**src/pkg/pmw_pkg.sv**
```systemverilog
// Purpose: Constants and types for the power mode and wake-up control block
// Assumes: 8-bit special function register port with page select
// Notes:   Offsets, pages and field positions are defined here; the bench and properties also use literal values
package pmw_pkg;
	localparam logic [7:0] PMW_ADDR_WAKE_MODE = 8'hb5;
	localparam logic [7:0] PMW_ADDR_PWR_CTRL  = 8'h87;
	localparam logic [3:0] PMW_PAGE_WAKE      = 4'h0;
	localparam logic [3:0] PMW_PAGE_MODE      = 4'hf;

	localparam int PMW_WC_SLEEP   = 7;
	localparam int PMW_WC_SUSPEND = 6;
	localparam int PMW_WC_CLEAR   = 5;
	localparam int PMW_WC_RSTWAKE = 4;
	localparam int PMW_WC_SRC_HI  = 3;

	localparam int PMW_MD_RTC_OE  = 7;
	localparam int PMW_MD_WAKE_OE = 6;
	localparam int PMW_MD_MON_OFF = 5;

	localparam int PMW_PC_GF_LO   = 2;
	localparam int PMW_PC_STOP    = 1;
	localparam int PMW_PC_IDLE    = 0;

	localparam int PMW_NSRC       = 4;
	localparam int PMW_GF_W       = 6;

	localparam logic [7:0] PMW_RESET_BYTE = 8'h00;
	localparam logic [1:0] PMW_FLAG_HOLD  = 2'h2;

	typedef enum logic [1:0] {
		PMW_RUN,
		PMW_SUSPEND,
		PMW_SLEEP
	} pmw_mode_e;

	// Wake sources: [3] osc fail, [2] alarm, [1] port match, [0] comparator rise
	typedef struct packed {
		logic rtc_osc_fail_wake;
		logic rtc_alarm_wake;
		logic port_match_wake;
		logic comparator_wake;
	} pmw_src_s;

	typedef struct packed {
		logic       wr;
		logic       rd;
		logic [7:0] addr;
		logic [3:0] page;
		logic [7:0] wdata;
	} pmw_sfr_s;
endpackage : pmw_pkg

```
**src/pmw_sync.sv**
```systemverilog
// Purpose: Two-flop synchroniser for a vector of level inputs
// Assumes: Inputs asynchronous to clk_i
// Notes:   First stage is read only by the second
`timescale 1ns/10ps
module pmw_sync #(
	parameter int W = 1
) (
	input  wire logic         clk_i,
	input  wire logic         rst_n_i,
	input  wire logic [W-1:0] d_i,
	input  wire logic [W-1:0] rst_val_i,
	output logic      [W-1:0] q_o
);
	logic [W-1:0] meta;

	always_ff @(posedge clk_i or negedge rst_n_i) begin
		if (!rst_n_i) begin
			meta <= '0;
			q_o  <= '0;
		end else begin
			meta <= d_i;
			q_o  <= meta;
		end
	end
endmodule : pmw_sync

```
**src/pmw_power_unit.sv**
```systemverilog
// Purpose: Power mode selection, wake-up sources and flags, mode register
// Assumes: Single-cycle register strobes from the core on clk_i
// Notes:   Event inputs are asynchronous levels and are synchronised here
`timescale 1ns/10ps
module pmw_power_unit
	import pmw_pkg::*;
(
	input  wire logic                  clk_i,
	input  wire logic                  rst_n_i,
	input  wire pmw_pkg::pmw_sfr_s     sfr_i,
	output logic      [7:0]            rdata_o,
	input  wire pmw_pkg::pmw_src_s     event_i,
	input  wire logic                  reset_pin_n_i,
	input  wire logic                  rtc_clk_i,
	output logic                       rtc_buf_o,
	output logic                       rtc_buf_oe_o,
	output logic                       wake_req_o,
	output logic                       wake_req_oe_o,
	output logic                       battery_monitor_off_o,
	output logic                       por_request_o,
	output logic                       lp_osc_keep_o,
	output logic                       suspend_o,
	output logic                       sleep_o,
	output logic                       stop_o,
	output logic                       idle_o
);
	import pmw_pkg::*;

	pmw_mode_e              mode;
	pmw_src_s               ena;
	pmw_src_s               flag;
	logic                   rst_flag;
	logic                   rtc_buffer_out_en;
	logic                   wake_request_out_en;
	logic                   battery_monitor_off;
	logic [PMW_GF_W-1:0]    general_flags;
	logic [1:0]             hold_cnt;
	logic [PMW_NSRC+1:0]    sync_q;
	logic [PMW_NSRC-1:0]    ev_s;
	logic                   pin_s;
	logic                   rtc_s;
	logic [PMW_NSRC-1:0]    ev_d;
	logic                   pin_d;
	logic [PMW_NSRC-1:0]    ev_hit;
	logic                   pin_fall;
	logic                   any_flag;
	logic                   wr_wake;
	logic                   wr_mode;
	logic                   wr_pctl;
	logic                   wake_now;
	logic                   hold;

	pmw_sync #(
		.W (PMW_NSRC + 2)
	) u_sync (
		.clk_i     (clk_i),
		.rst_n_i   (rst_n_i),
		.d_i       ({rtc_clk_i, reset_pin_n_i, event_i}),
		.rst_val_i ('0),
		.q_o       (sync_q)
	);

	assign ev_s  = sync_q[PMW_NSRC-1:0];
	assign pin_s = sync_q[PMW_NSRC];
	assign rtc_s = sync_q[PMW_NSRC+1];

	// Synchroniser resets low, so history starts low: no false fall after reset
	always_ff @(posedge clk_i or negedge rst_n_i) begin
		if (!rst_n_i) begin
			ev_d  <= '0;
			pin_d <= 1'b0;
		end else begin
			ev_d  <= ev_s;
			pin_d <= pin_s;
		end
	end

	assign ev_hit   = ev_s & ~ev_d;
	assign pin_fall = pin_d & ~pin_s;

	assign wr_wake = sfr_i.wr && sfr_i.addr == PMW_ADDR_WAKE_MODE
		&& sfr_i.page == PMW_PAGE_WAKE;
	assign wr_mode = sfr_i.wr && sfr_i.addr == PMW_ADDR_WAKE_MODE
		&& sfr_i.page == PMW_PAGE_MODE;
	assign wr_pctl = sfr_i.wr && sfr_i.addr == PMW_ADDR_PWR_CTRL;

	assign any_flag = (|flag) | rst_flag;
	assign hold     = hold_cnt != 2'h0;
	assign wake_now = (|(ev_hit & ena)) | pin_fall;

	// Power mode; a command write while a flag is up is ignored
	always_ff @(posedge clk_i or negedge rst_n_i) begin
		if (!rst_n_i) begin
			mode <= PMW_RUN;
		end else begin
			case (mode)
				PMW_RUN: begin
					if (wr_wake && !any_flag) begin
						if (sfr_i.wdata[PMW_WC_SLEEP]) begin
							mode <= PMW_SLEEP;
						end else if (sfr_i.wdata[PMW_WC_SUSPEND]) begin
							mode <= PMW_SUSPEND;
						end
					end
				end
				PMW_SUSPEND, PMW_SLEEP: begin
					if (wake_now) begin
						mode <= PMW_RUN;
					end
				end
				default: mode <= PMW_RUN;
			endcase
		end
	end

	// Blanking after leaving suspend
	always_ff @(posedge clk_i or negedge rst_n_i) begin
		if (!rst_n_i) begin
			hold_cnt <= 2'h0;
		end else if (mode == PMW_SUSPEND && wake_now) begin
			hold_cnt <= PMW_FLAG_HOLD;
		end else if (hold) begin
			hold_cnt <= hold_cnt - 2'h1;
		end
	end

	// Enables written alongside each command
	always_ff @(posedge clk_i or negedge rst_n_i) begin
		if (!rst_n_i) begin
			ena <= '0;
		end else if (wr_wake) begin
			ena <= pmw_src_s'(sfr_i.wdata[PMW_WC_SRC_HI:0]);
		end
	end

	// Flags set on any event; set beats clear in the same cycle
	always_ff @(posedge clk_i or negedge rst_n_i) begin
		if (!rst_n_i) begin
			flag     <= '0;
			rst_flag <= 1'b0;
		end else begin
			if (wr_wake && sfr_i.wdata[PMW_WC_CLEAR]) begin
				flag     <= pmw_src_s'(ev_hit);
				rst_flag <= pin_fall;
			end else begin
				flag     <= flag | pmw_src_s'(ev_hit);
				rst_flag <= rst_flag | pin_fall;
			end
		end
	end

	always_ff @(posedge clk_i or negedge rst_n_i) begin
		if (!rst_n_i) begin
			rtc_buffer_out_en   <= 1'b0;
			wake_request_out_en <= 1'b0;
			battery_monitor_off <= 1'b0;
			por_request_o       <= 1'b0;
		end else begin
			por_request_o <= wr_mode && battery_monitor_off
				&& !sfr_i.wdata[PMW_MD_MON_OFF];
			if (wr_mode) begin
				rtc_buffer_out_en   <= sfr_i.wdata[PMW_MD_RTC_OE];
				wake_request_out_en <= sfr_i.wdata[PMW_MD_WAKE_OE];
				battery_monitor_off <= sfr_i.wdata[PMW_MD_MON_OFF];
			end
		end
	end

	always_ff @(posedge clk_i or negedge rst_n_i) begin
		if (!rst_n_i) begin
			general_flags <= '0;
			stop_o        <= 1'b0;
			idle_o        <= 1'b0;
		end else begin
			stop_o <= wr_pctl && sfr_i.wdata[PMW_PC_STOP];
			idle_o <= wr_pctl && sfr_i.wdata[PMW_PC_IDLE];
			if (wr_pctl) begin
				general_flags <= sfr_i.wdata[7:PMW_PC_GF_LO];
			end
		end
	end

	// Pins and levels, all registered
	always_ff @(posedge clk_i or negedge rst_n_i) begin
		if (!rst_n_i) begin
			rtc_buf_o             <= 1'b0;
			rtc_buf_oe_o          <= 1'b0;
			wake_req_o            <= 1'b0;
			wake_req_oe_o         <= 1'b0;
			battery_monitor_off_o <= 1'b0;
			lp_osc_keep_o         <= 1'b1;
			suspend_o             <= 1'b0;
			sleep_o               <= 1'b0;
		end else begin
			rtc_buf_o             <= rtc_buffer_out_en & rtc_s;
			rtc_buf_oe_o          <= rtc_buffer_out_en;
			wake_req_o            <= mode != PMW_SLEEP;
			wake_req_oe_o         <= wake_request_out_en;
			battery_monitor_off_o <= battery_monitor_off;
			lp_osc_keep_o         <= any_flag || mode == PMW_RUN;
			suspend_o             <= mode == PMW_SUSPEND;
			sleep_o               <= mode == PMW_SLEEP;
		end
	end

	// Command bits and unused mode bits read zero
	always_ff @(posedge clk_i or negedge rst_n_i) begin
		if (!rst_n_i) begin
			rdata_o <= PMW_RESET_BYTE;
		end else if (sfr_i.rd) begin
			if (sfr_i.addr == PMW_ADDR_PWR_CTRL) begin
				rdata_o <= {general_flags, 2'b00};
			end else if (sfr_i.addr == PMW_ADDR_WAKE_MODE && sfr_i.page == PMW_PAGE_WAKE) begin
				rdata_o <= hold ? PMW_RESET_BYTE
					: {3'b000, rst_flag, flag};
			end else if (sfr_i.addr == PMW_ADDR_WAKE_MODE && sfr_i.page == PMW_PAGE_MODE) begin
				rdata_o <= {rtc_buffer_out_en, wake_request_out_en,
					battery_monitor_off, 5'b00000};
			end else begin
				rdata_o <= PMW_RESET_BYTE;
			end
		end
	end
endmodule : pmw_power_unit

```
**config.mk**
```make
export PLATFORM = sky130hd
export DESIGN_NAME = pmw_power_unit
export DESIGN_NICKNAME = d
export VERILOG_FILES = /design/src/pkg/pmw_pkg.sv /design/src/pmw_sync.sv /design/src/pmw_power_unit.sv
export SDC_FILE = /design/constraint.sdc
export NUM_CORES = 1
export LEC_CHECK = 0
export CELL_PAD_IN_SITES_DETAIL_PLACEMENT = 0
export CELL_PAD_IN_SITES_GLOBAL_PLACEMENT = 1
export CORE_MARGIN = 1
export CORE_UTILIZATION = 53
export CTS_CLUSTER_DIAMETER = 120
export DETAILED_ROUTE_END_ITERATION = 12
export DONT_BUFFER_PORTS = 1
export MAX_ROUTING_LAYER = met4
export PLACE_DENSITY = 0.81
export SLEW_MARGIN = 20
export SYNTH_ARGS = -nofsm -noshare
export SYNTH_HDL_FRONTEND = slang
export SYNTH_SLANG_ARGS = --single-unit
```
**constraint.sdc**
```tcl
create_clock -name clk_i -period 2.1 [get_ports clk_i]
set_input_delay 0 -clock clk_i [delete_from_list [all_inputs] [get_ports clk_i]]
set_output_delay 0 -clock clk_i [all_outputs]
set_load 0.005 [all_outputs]
```
# == Yosys cells after proc, flatten, opt, wreduce, memory -nomap -nowiden ==
# Index checks and enable logic that the tools add are counted.
# W data, S select, Z words.
# totals
regBits,58
latchBits,0
ramBits,0
romBits,0
input_bits,30
out_inout_bits,19
elab_cells,88
memories,0
# classes
addsub,1
multipliers,0
n_div,0
n_lt_le_gt_ge,0
eq_ne,9
shift,0
n_mux,13
bitwise_logic,10
n_reduce_logical,24
# op_table
op,n
$mux W8,3
$eq A8 B8 Y1 const B,2
$logic_and A1 B1 Y1,13
$mux W2,6
$and A4 B4 Y4,2
$reduce_or A4 Y1,2
$ne A2 B2 Y1 const B,3
$mux W5,1
$eq A4 B4 Y1 const B,1
$logic_not A4 Y1,1
$mux W4,1
$not A4 Y4,1
$or A4 B4 Y4,1
$pmux W2 S2,1
$reduce_bool A2 Y1,2
$ne A3 B3 Y1 const B,1
$or A1 B1 Y1,3
$reduce_and A3 Y1,1
$and A1 B1 Y1,2
$eq A2 B1 Y1 const B,1
$eq A2 B2 Y1 const B,1
$logic_not A1 Y1,2
$logic_not A2 Y1,1
$reduce_or A2 Y1,1
4 further kinds,4

# == Longest topological paths before layout ==
# logic_depth
word_depth,7
mapped_depth,6
ltp_nobuf,6

# == Cells and area by module ==
# A second synthesis with hierarchy kept.
# unflattened
hier_cells,157
hier_area_um2,2192.1
# by_module_without_submodules
mod,instances,cells_each,area_per_inst_um2,seq_area_each_um2
pmw_power_unit,1,145,1891.8,1152.4
pmw_sync,1,12,300.3,300.3

# == Worst setup path after synthesis ==
# Ideal clock, no wire load.
# synth_path
path_type,reg2reg
startpoint,reg flag[1] (netlist name)
endpoint,reg mode[1]
setup_ns,0.124
arrival_ns,1.340
required_ns,1.976
slack_ns,0.636
path_stages_with_launch,5
path_buffers,0
period_less_slack_ns,1.464
path_cell_list,dfrtp_1 > or4_1 > nor2_1 > a21oi_1 > a211o_1
# synth_between
elab_chain_len,6
# synth_lines
element,line_no,source
"start, declared",pmw_power_unit.sv:31,pmw_src_s flag;
"start signal, assigned",pmw_power_unit.sv:143,flag <= pmw_src_s'(ev_hit);
"start signal, assigned",pmw_power_unit.sv:146,flag <= flag | pmw_src_s'(ev_hit);
$reduce_or A4 Y1,pmw_power_unit.sv:87,assign any_flag = (|flag) | rst_flag;
$or A1 B1 Y1,pmw_power_unit.sv:87,
$logic_not A1 Y1,pmw_power_unit.sv:98,if (wr_wake && !any_flag) begin
$logic_and A1 B1 Y1,pmw_power_unit.sv:98,
$ne A2 B2 Y1 (no line),--,
$reduce_and A3 Y1 (no line),--,
"end signal, assigned",pmw_power_unit.sv:100,mode <= PMW_SLEEP;
"end signal, assigned",pmw_power_unit.sv:102,mode <= PMW_SUSPEND;
"end signal, assigned",pmw_power_unit.sv:108,mode <= PMW_RUN;
"end, declared",pmw_power_unit.sv:29,pmw_mode_e mode;
# Every way passes these cells.
# A chain may end at the register's enable or synchronous reset.

# == Final worst setup path ==
# layout_path
startpoint,in sfr_i[17] (netlist name)
endpoint,reg general_flags[5]
# layout_between
elab_chain_len,2
# layout_lines
element,line_no,source
"start, declared",pmw_power_unit.sv:10,"input wire pmw_pkg::pmw_sfr_s sfr_i,"
$eq A8 B8 Y1,pmw_power_unit.sv:85,assign wr_pctl = sfr_i.wr && sfr_i.addr == PMW_ADDR_PWR_CTRL;
$logic_and A1 B1 Y1,pmw_power_unit.sv:85,
"end signal, assigned",pmw_power_unit.sv:178,general_flags <= sfr_i.wdata[7:PMW_PC_GF_LO];
"end, declared",pmw_power_unit.sv:36,logic [PMW_GF_W-1:0] general_flags;
# Every way passes these cells.

==> results.yml <==
clock_tree:
  post-cts-setup-buffer-count: 0
  htree_levels: 3
  cts_buffers: 9
  cts.sinks: 58
  clock_latency_ns: 0.33
  clk_pin_slew_ns: 0.07
  cts_tree: "done"
  cts_buffer_depth: 2
  cts_root_buf: "clkbuf_8"
synthesis:
  yosysMostFrequentCell: "dfrtp_1"
  synth_compound_area_frac: 0.0843
  yosys.area_share.adder: 0.0222
  yosys_warnings: 0
  seq_area_frac_synth: 0.644
  synth_common_cells: "dfrtp_1, mux2_2, inv_1"
  avgSynthCellArea_sq_um: 14.1
  synth_top_area_cell: "dfrtp_1"
  synth-simple-area-share: 0.160
  ys_seq_elements: 58
  synthXorXnorAreaFrac: 0.00388
  synthCells: 160
  synth_cell_types: 39
  synthFlopType: "dfrtp_1"
  netlist.area_leader.share: 0.632
  synth_edf_count: 0
  synth_top_family_by_area: "simple AND/OR/NAND/NOR gates"
  yosys-top-cells-area: "dfrtp_1, mux2_2, a22o_1"
  synthesis.area_sq_um: 2260
  synth.net_count: 194
  async_flop_share: 1.00
  synthMuxAreaShare: 0.0649
critical_path:
  arrival_ns: 2.27
  worstPathRequired_ns: 2.31
  critPathKind: "primary input to register"
  crit_path_end_kind: "register"
  regToRegSetupSlack_ns: 0.43
  cp_max_fo: 9
  startpoint_type: "primary input"
routing:
  firstDrtPassIters: 4
  final_antenna_net_count: 0
  via_count: 1414
  drt-wirelength-per-cell_um: 18.0
  drc: 0
  wl_um: 4390
  drt_iter0_markers: 55
  vias_per_cell: 5.80
floorplan:
  ioPinCount: 49
  num_rows: 23
  die_w_um: 67.2
  die_h_um: 67.2
  start_util: 0.556
  die_area_sq_um: 4520
  core-area_sq_um: 4060
sta:
  finalSetupViolations: 0
  whs_ns: 0.00909
  timing.final.crit_share: 0.980
  rsz0062_at_grt: "false"
  slew_viol_final: 0
  setup_slack_ns: 0.0421
  final_hold_viol_count: 0
  slew-limit-headroom: 0.535
  tightest_slew_ns: 0.692
  finClkSkew_ns: 0.00872
  period_minus_slack_ns: 2.06
  clock.fmax_mhz: 486
  setup_tns_ns: 0
global_routing:
  grt_pass1_vias: 1488
  grt_overflow: 0
  grt_pass1_wl_um: 6920
  grt_max_degree: 59
  grt_use_total: 0.232
  grt_antenna_before_repair: 0
place:
  routabilityCongestion: 0.753
  dp.final_hpwl_um: 2920
  io_buffers: 0
  dp_slack_ns: 0.453
  place_inst: 209
power_and_ir_drop:
  ir_worst_vdd_mv: 0.547
  power.density_nw_per_um2: 945
  p_leak_uw: 0.00129
worst_hold_path:
  min_path_type: "primary input to register"
layout:
  fill_cells: 318
  layout-drive-gt1-share: 0.180
  layout.nets: 225
  final_cells: 244
  diodes: 0
  area_growth_syn_to_layout_pct: 21.1
job:
  max_cap_viol_count: 0
outcome:
  status: "completed"
-- worst max-delay path, stage by stage --
cell           delay (ns)
dlygate4sd3_1        0.58
nor4_4               0.65
nand2_4              0.18
mux2_2               0.30
dlygate4sd3_1        0.56
-- repair_timing --
action / CTS / global route
hold buffers: 21 / 0
hold endpoints to repair: 91 / 0
setup endpoints to repair: 0 / 0
gates resized for setup: 0 / 0
-- path summary, 6_finish.rpt --
check                                         start                               to  cells after the start
hold reg to reg            u_sync.meta[2]$_DFF_PN0_          u_sync.q_o[2]$_DFF_PN0_                      0
hold / removal                            sfr_i[21]  wake_request_out_en$_DFFE_PN0P_                      2
min in group asynchronous                   rst_n_i           rdata_o[5]$_DFFE_PN0P_                      2
max in group asynchronous                   rst_n_i          lp_osc_keep_o$_DFF_PN1_                      2
setup / recovery                          sfr_i[17]     general_flags[5]$_DFFE_PN0N_                      5
setup reg to reg                mode[1]$_DFFE_PN0P_              mode[1]$_DFFE_PN0P_                      5
-- per-layer routing --
layer	vias up	wire length (um)	global-route usage
met2	53	2190	0.368
met5	-	0	-
met1	705	1850	0.260
met4	0	65	0.128
li1	648	-	-
met3	8	289	0.0726
-- sequential cells by signal, summed over array words and instances (netlist names), 2 cells and up --
signal and flops:
rdata_o 8, general_flags 6, u_sync.meta 6, u_sync.q_o 6, ena 4, ev_d 4
flag 4, hold_cnt 2, mode 2
-- cells by family after synthesis --
kind of cell | after synthesis
AO/OA/AOI/OAI | 23
flip-flops | 58
AND/OR/NAND/NOR | 49
adder cells (fa/ha/maj) | 4
buffers and inverters | 12
multiplexers | 13
XOR/XNOR | 1
-- layout make-up --
type / instances / area [sq um] / area share
clock buffer: 11 / 151 / 0.0554
inverter: 11 / 41.3 / 0.0151
timing repair buffer: 21 / 228 / 0.0833
sequential: 58 / 1450 / 0.532
clock inverter: 3 / 40.0 / 0.0147
tap: 50 / 62.6 / 0.0229
multi-input combinational: 90 / 757 / 0.277
-- through the flow --
| stage | power [uW] | cell area [sq um] | util |
|---|---|---|---|
| 2_1_floorplan | 1500 | 2260 | - |
| 5_1_grt | 2720 | 2730 | 0.673 |
| 3_5_place_dp | 1550 | 2310 | 0.570 |
| 6_report | 2580 | 2730 | 0.673 |
| 3_3_place_gp | 1540 | 2310 | 0.570 |
| 4_1_cts | 2600 | 2730 | 0.673 |
-- cells in the final DEF (no fill, tap or decap), drive strengths merged, types with 3 or more instances in the layout --
master / instances
o211ai: 3
dfrtp: 57
ha: 4
nor4: 4
nand3b: 4
a22o: 6
clkbuf: 11
mux2: 13
inv: 11
a221o: 3
nand2: 8
a221oi: 3
nor2: 7
and3: 5
dlygate4sd3: 20
-- where the power goes --
group / switching [uW] / internal, uW / total, uW
Clock: 397 / 595 / 992
Sequential: 51.5 / 1210 / 1260
Combinational: 167 / 163 / 330
Total: 616 / 1970 / 2580
(Power assumes the default switching activity.)
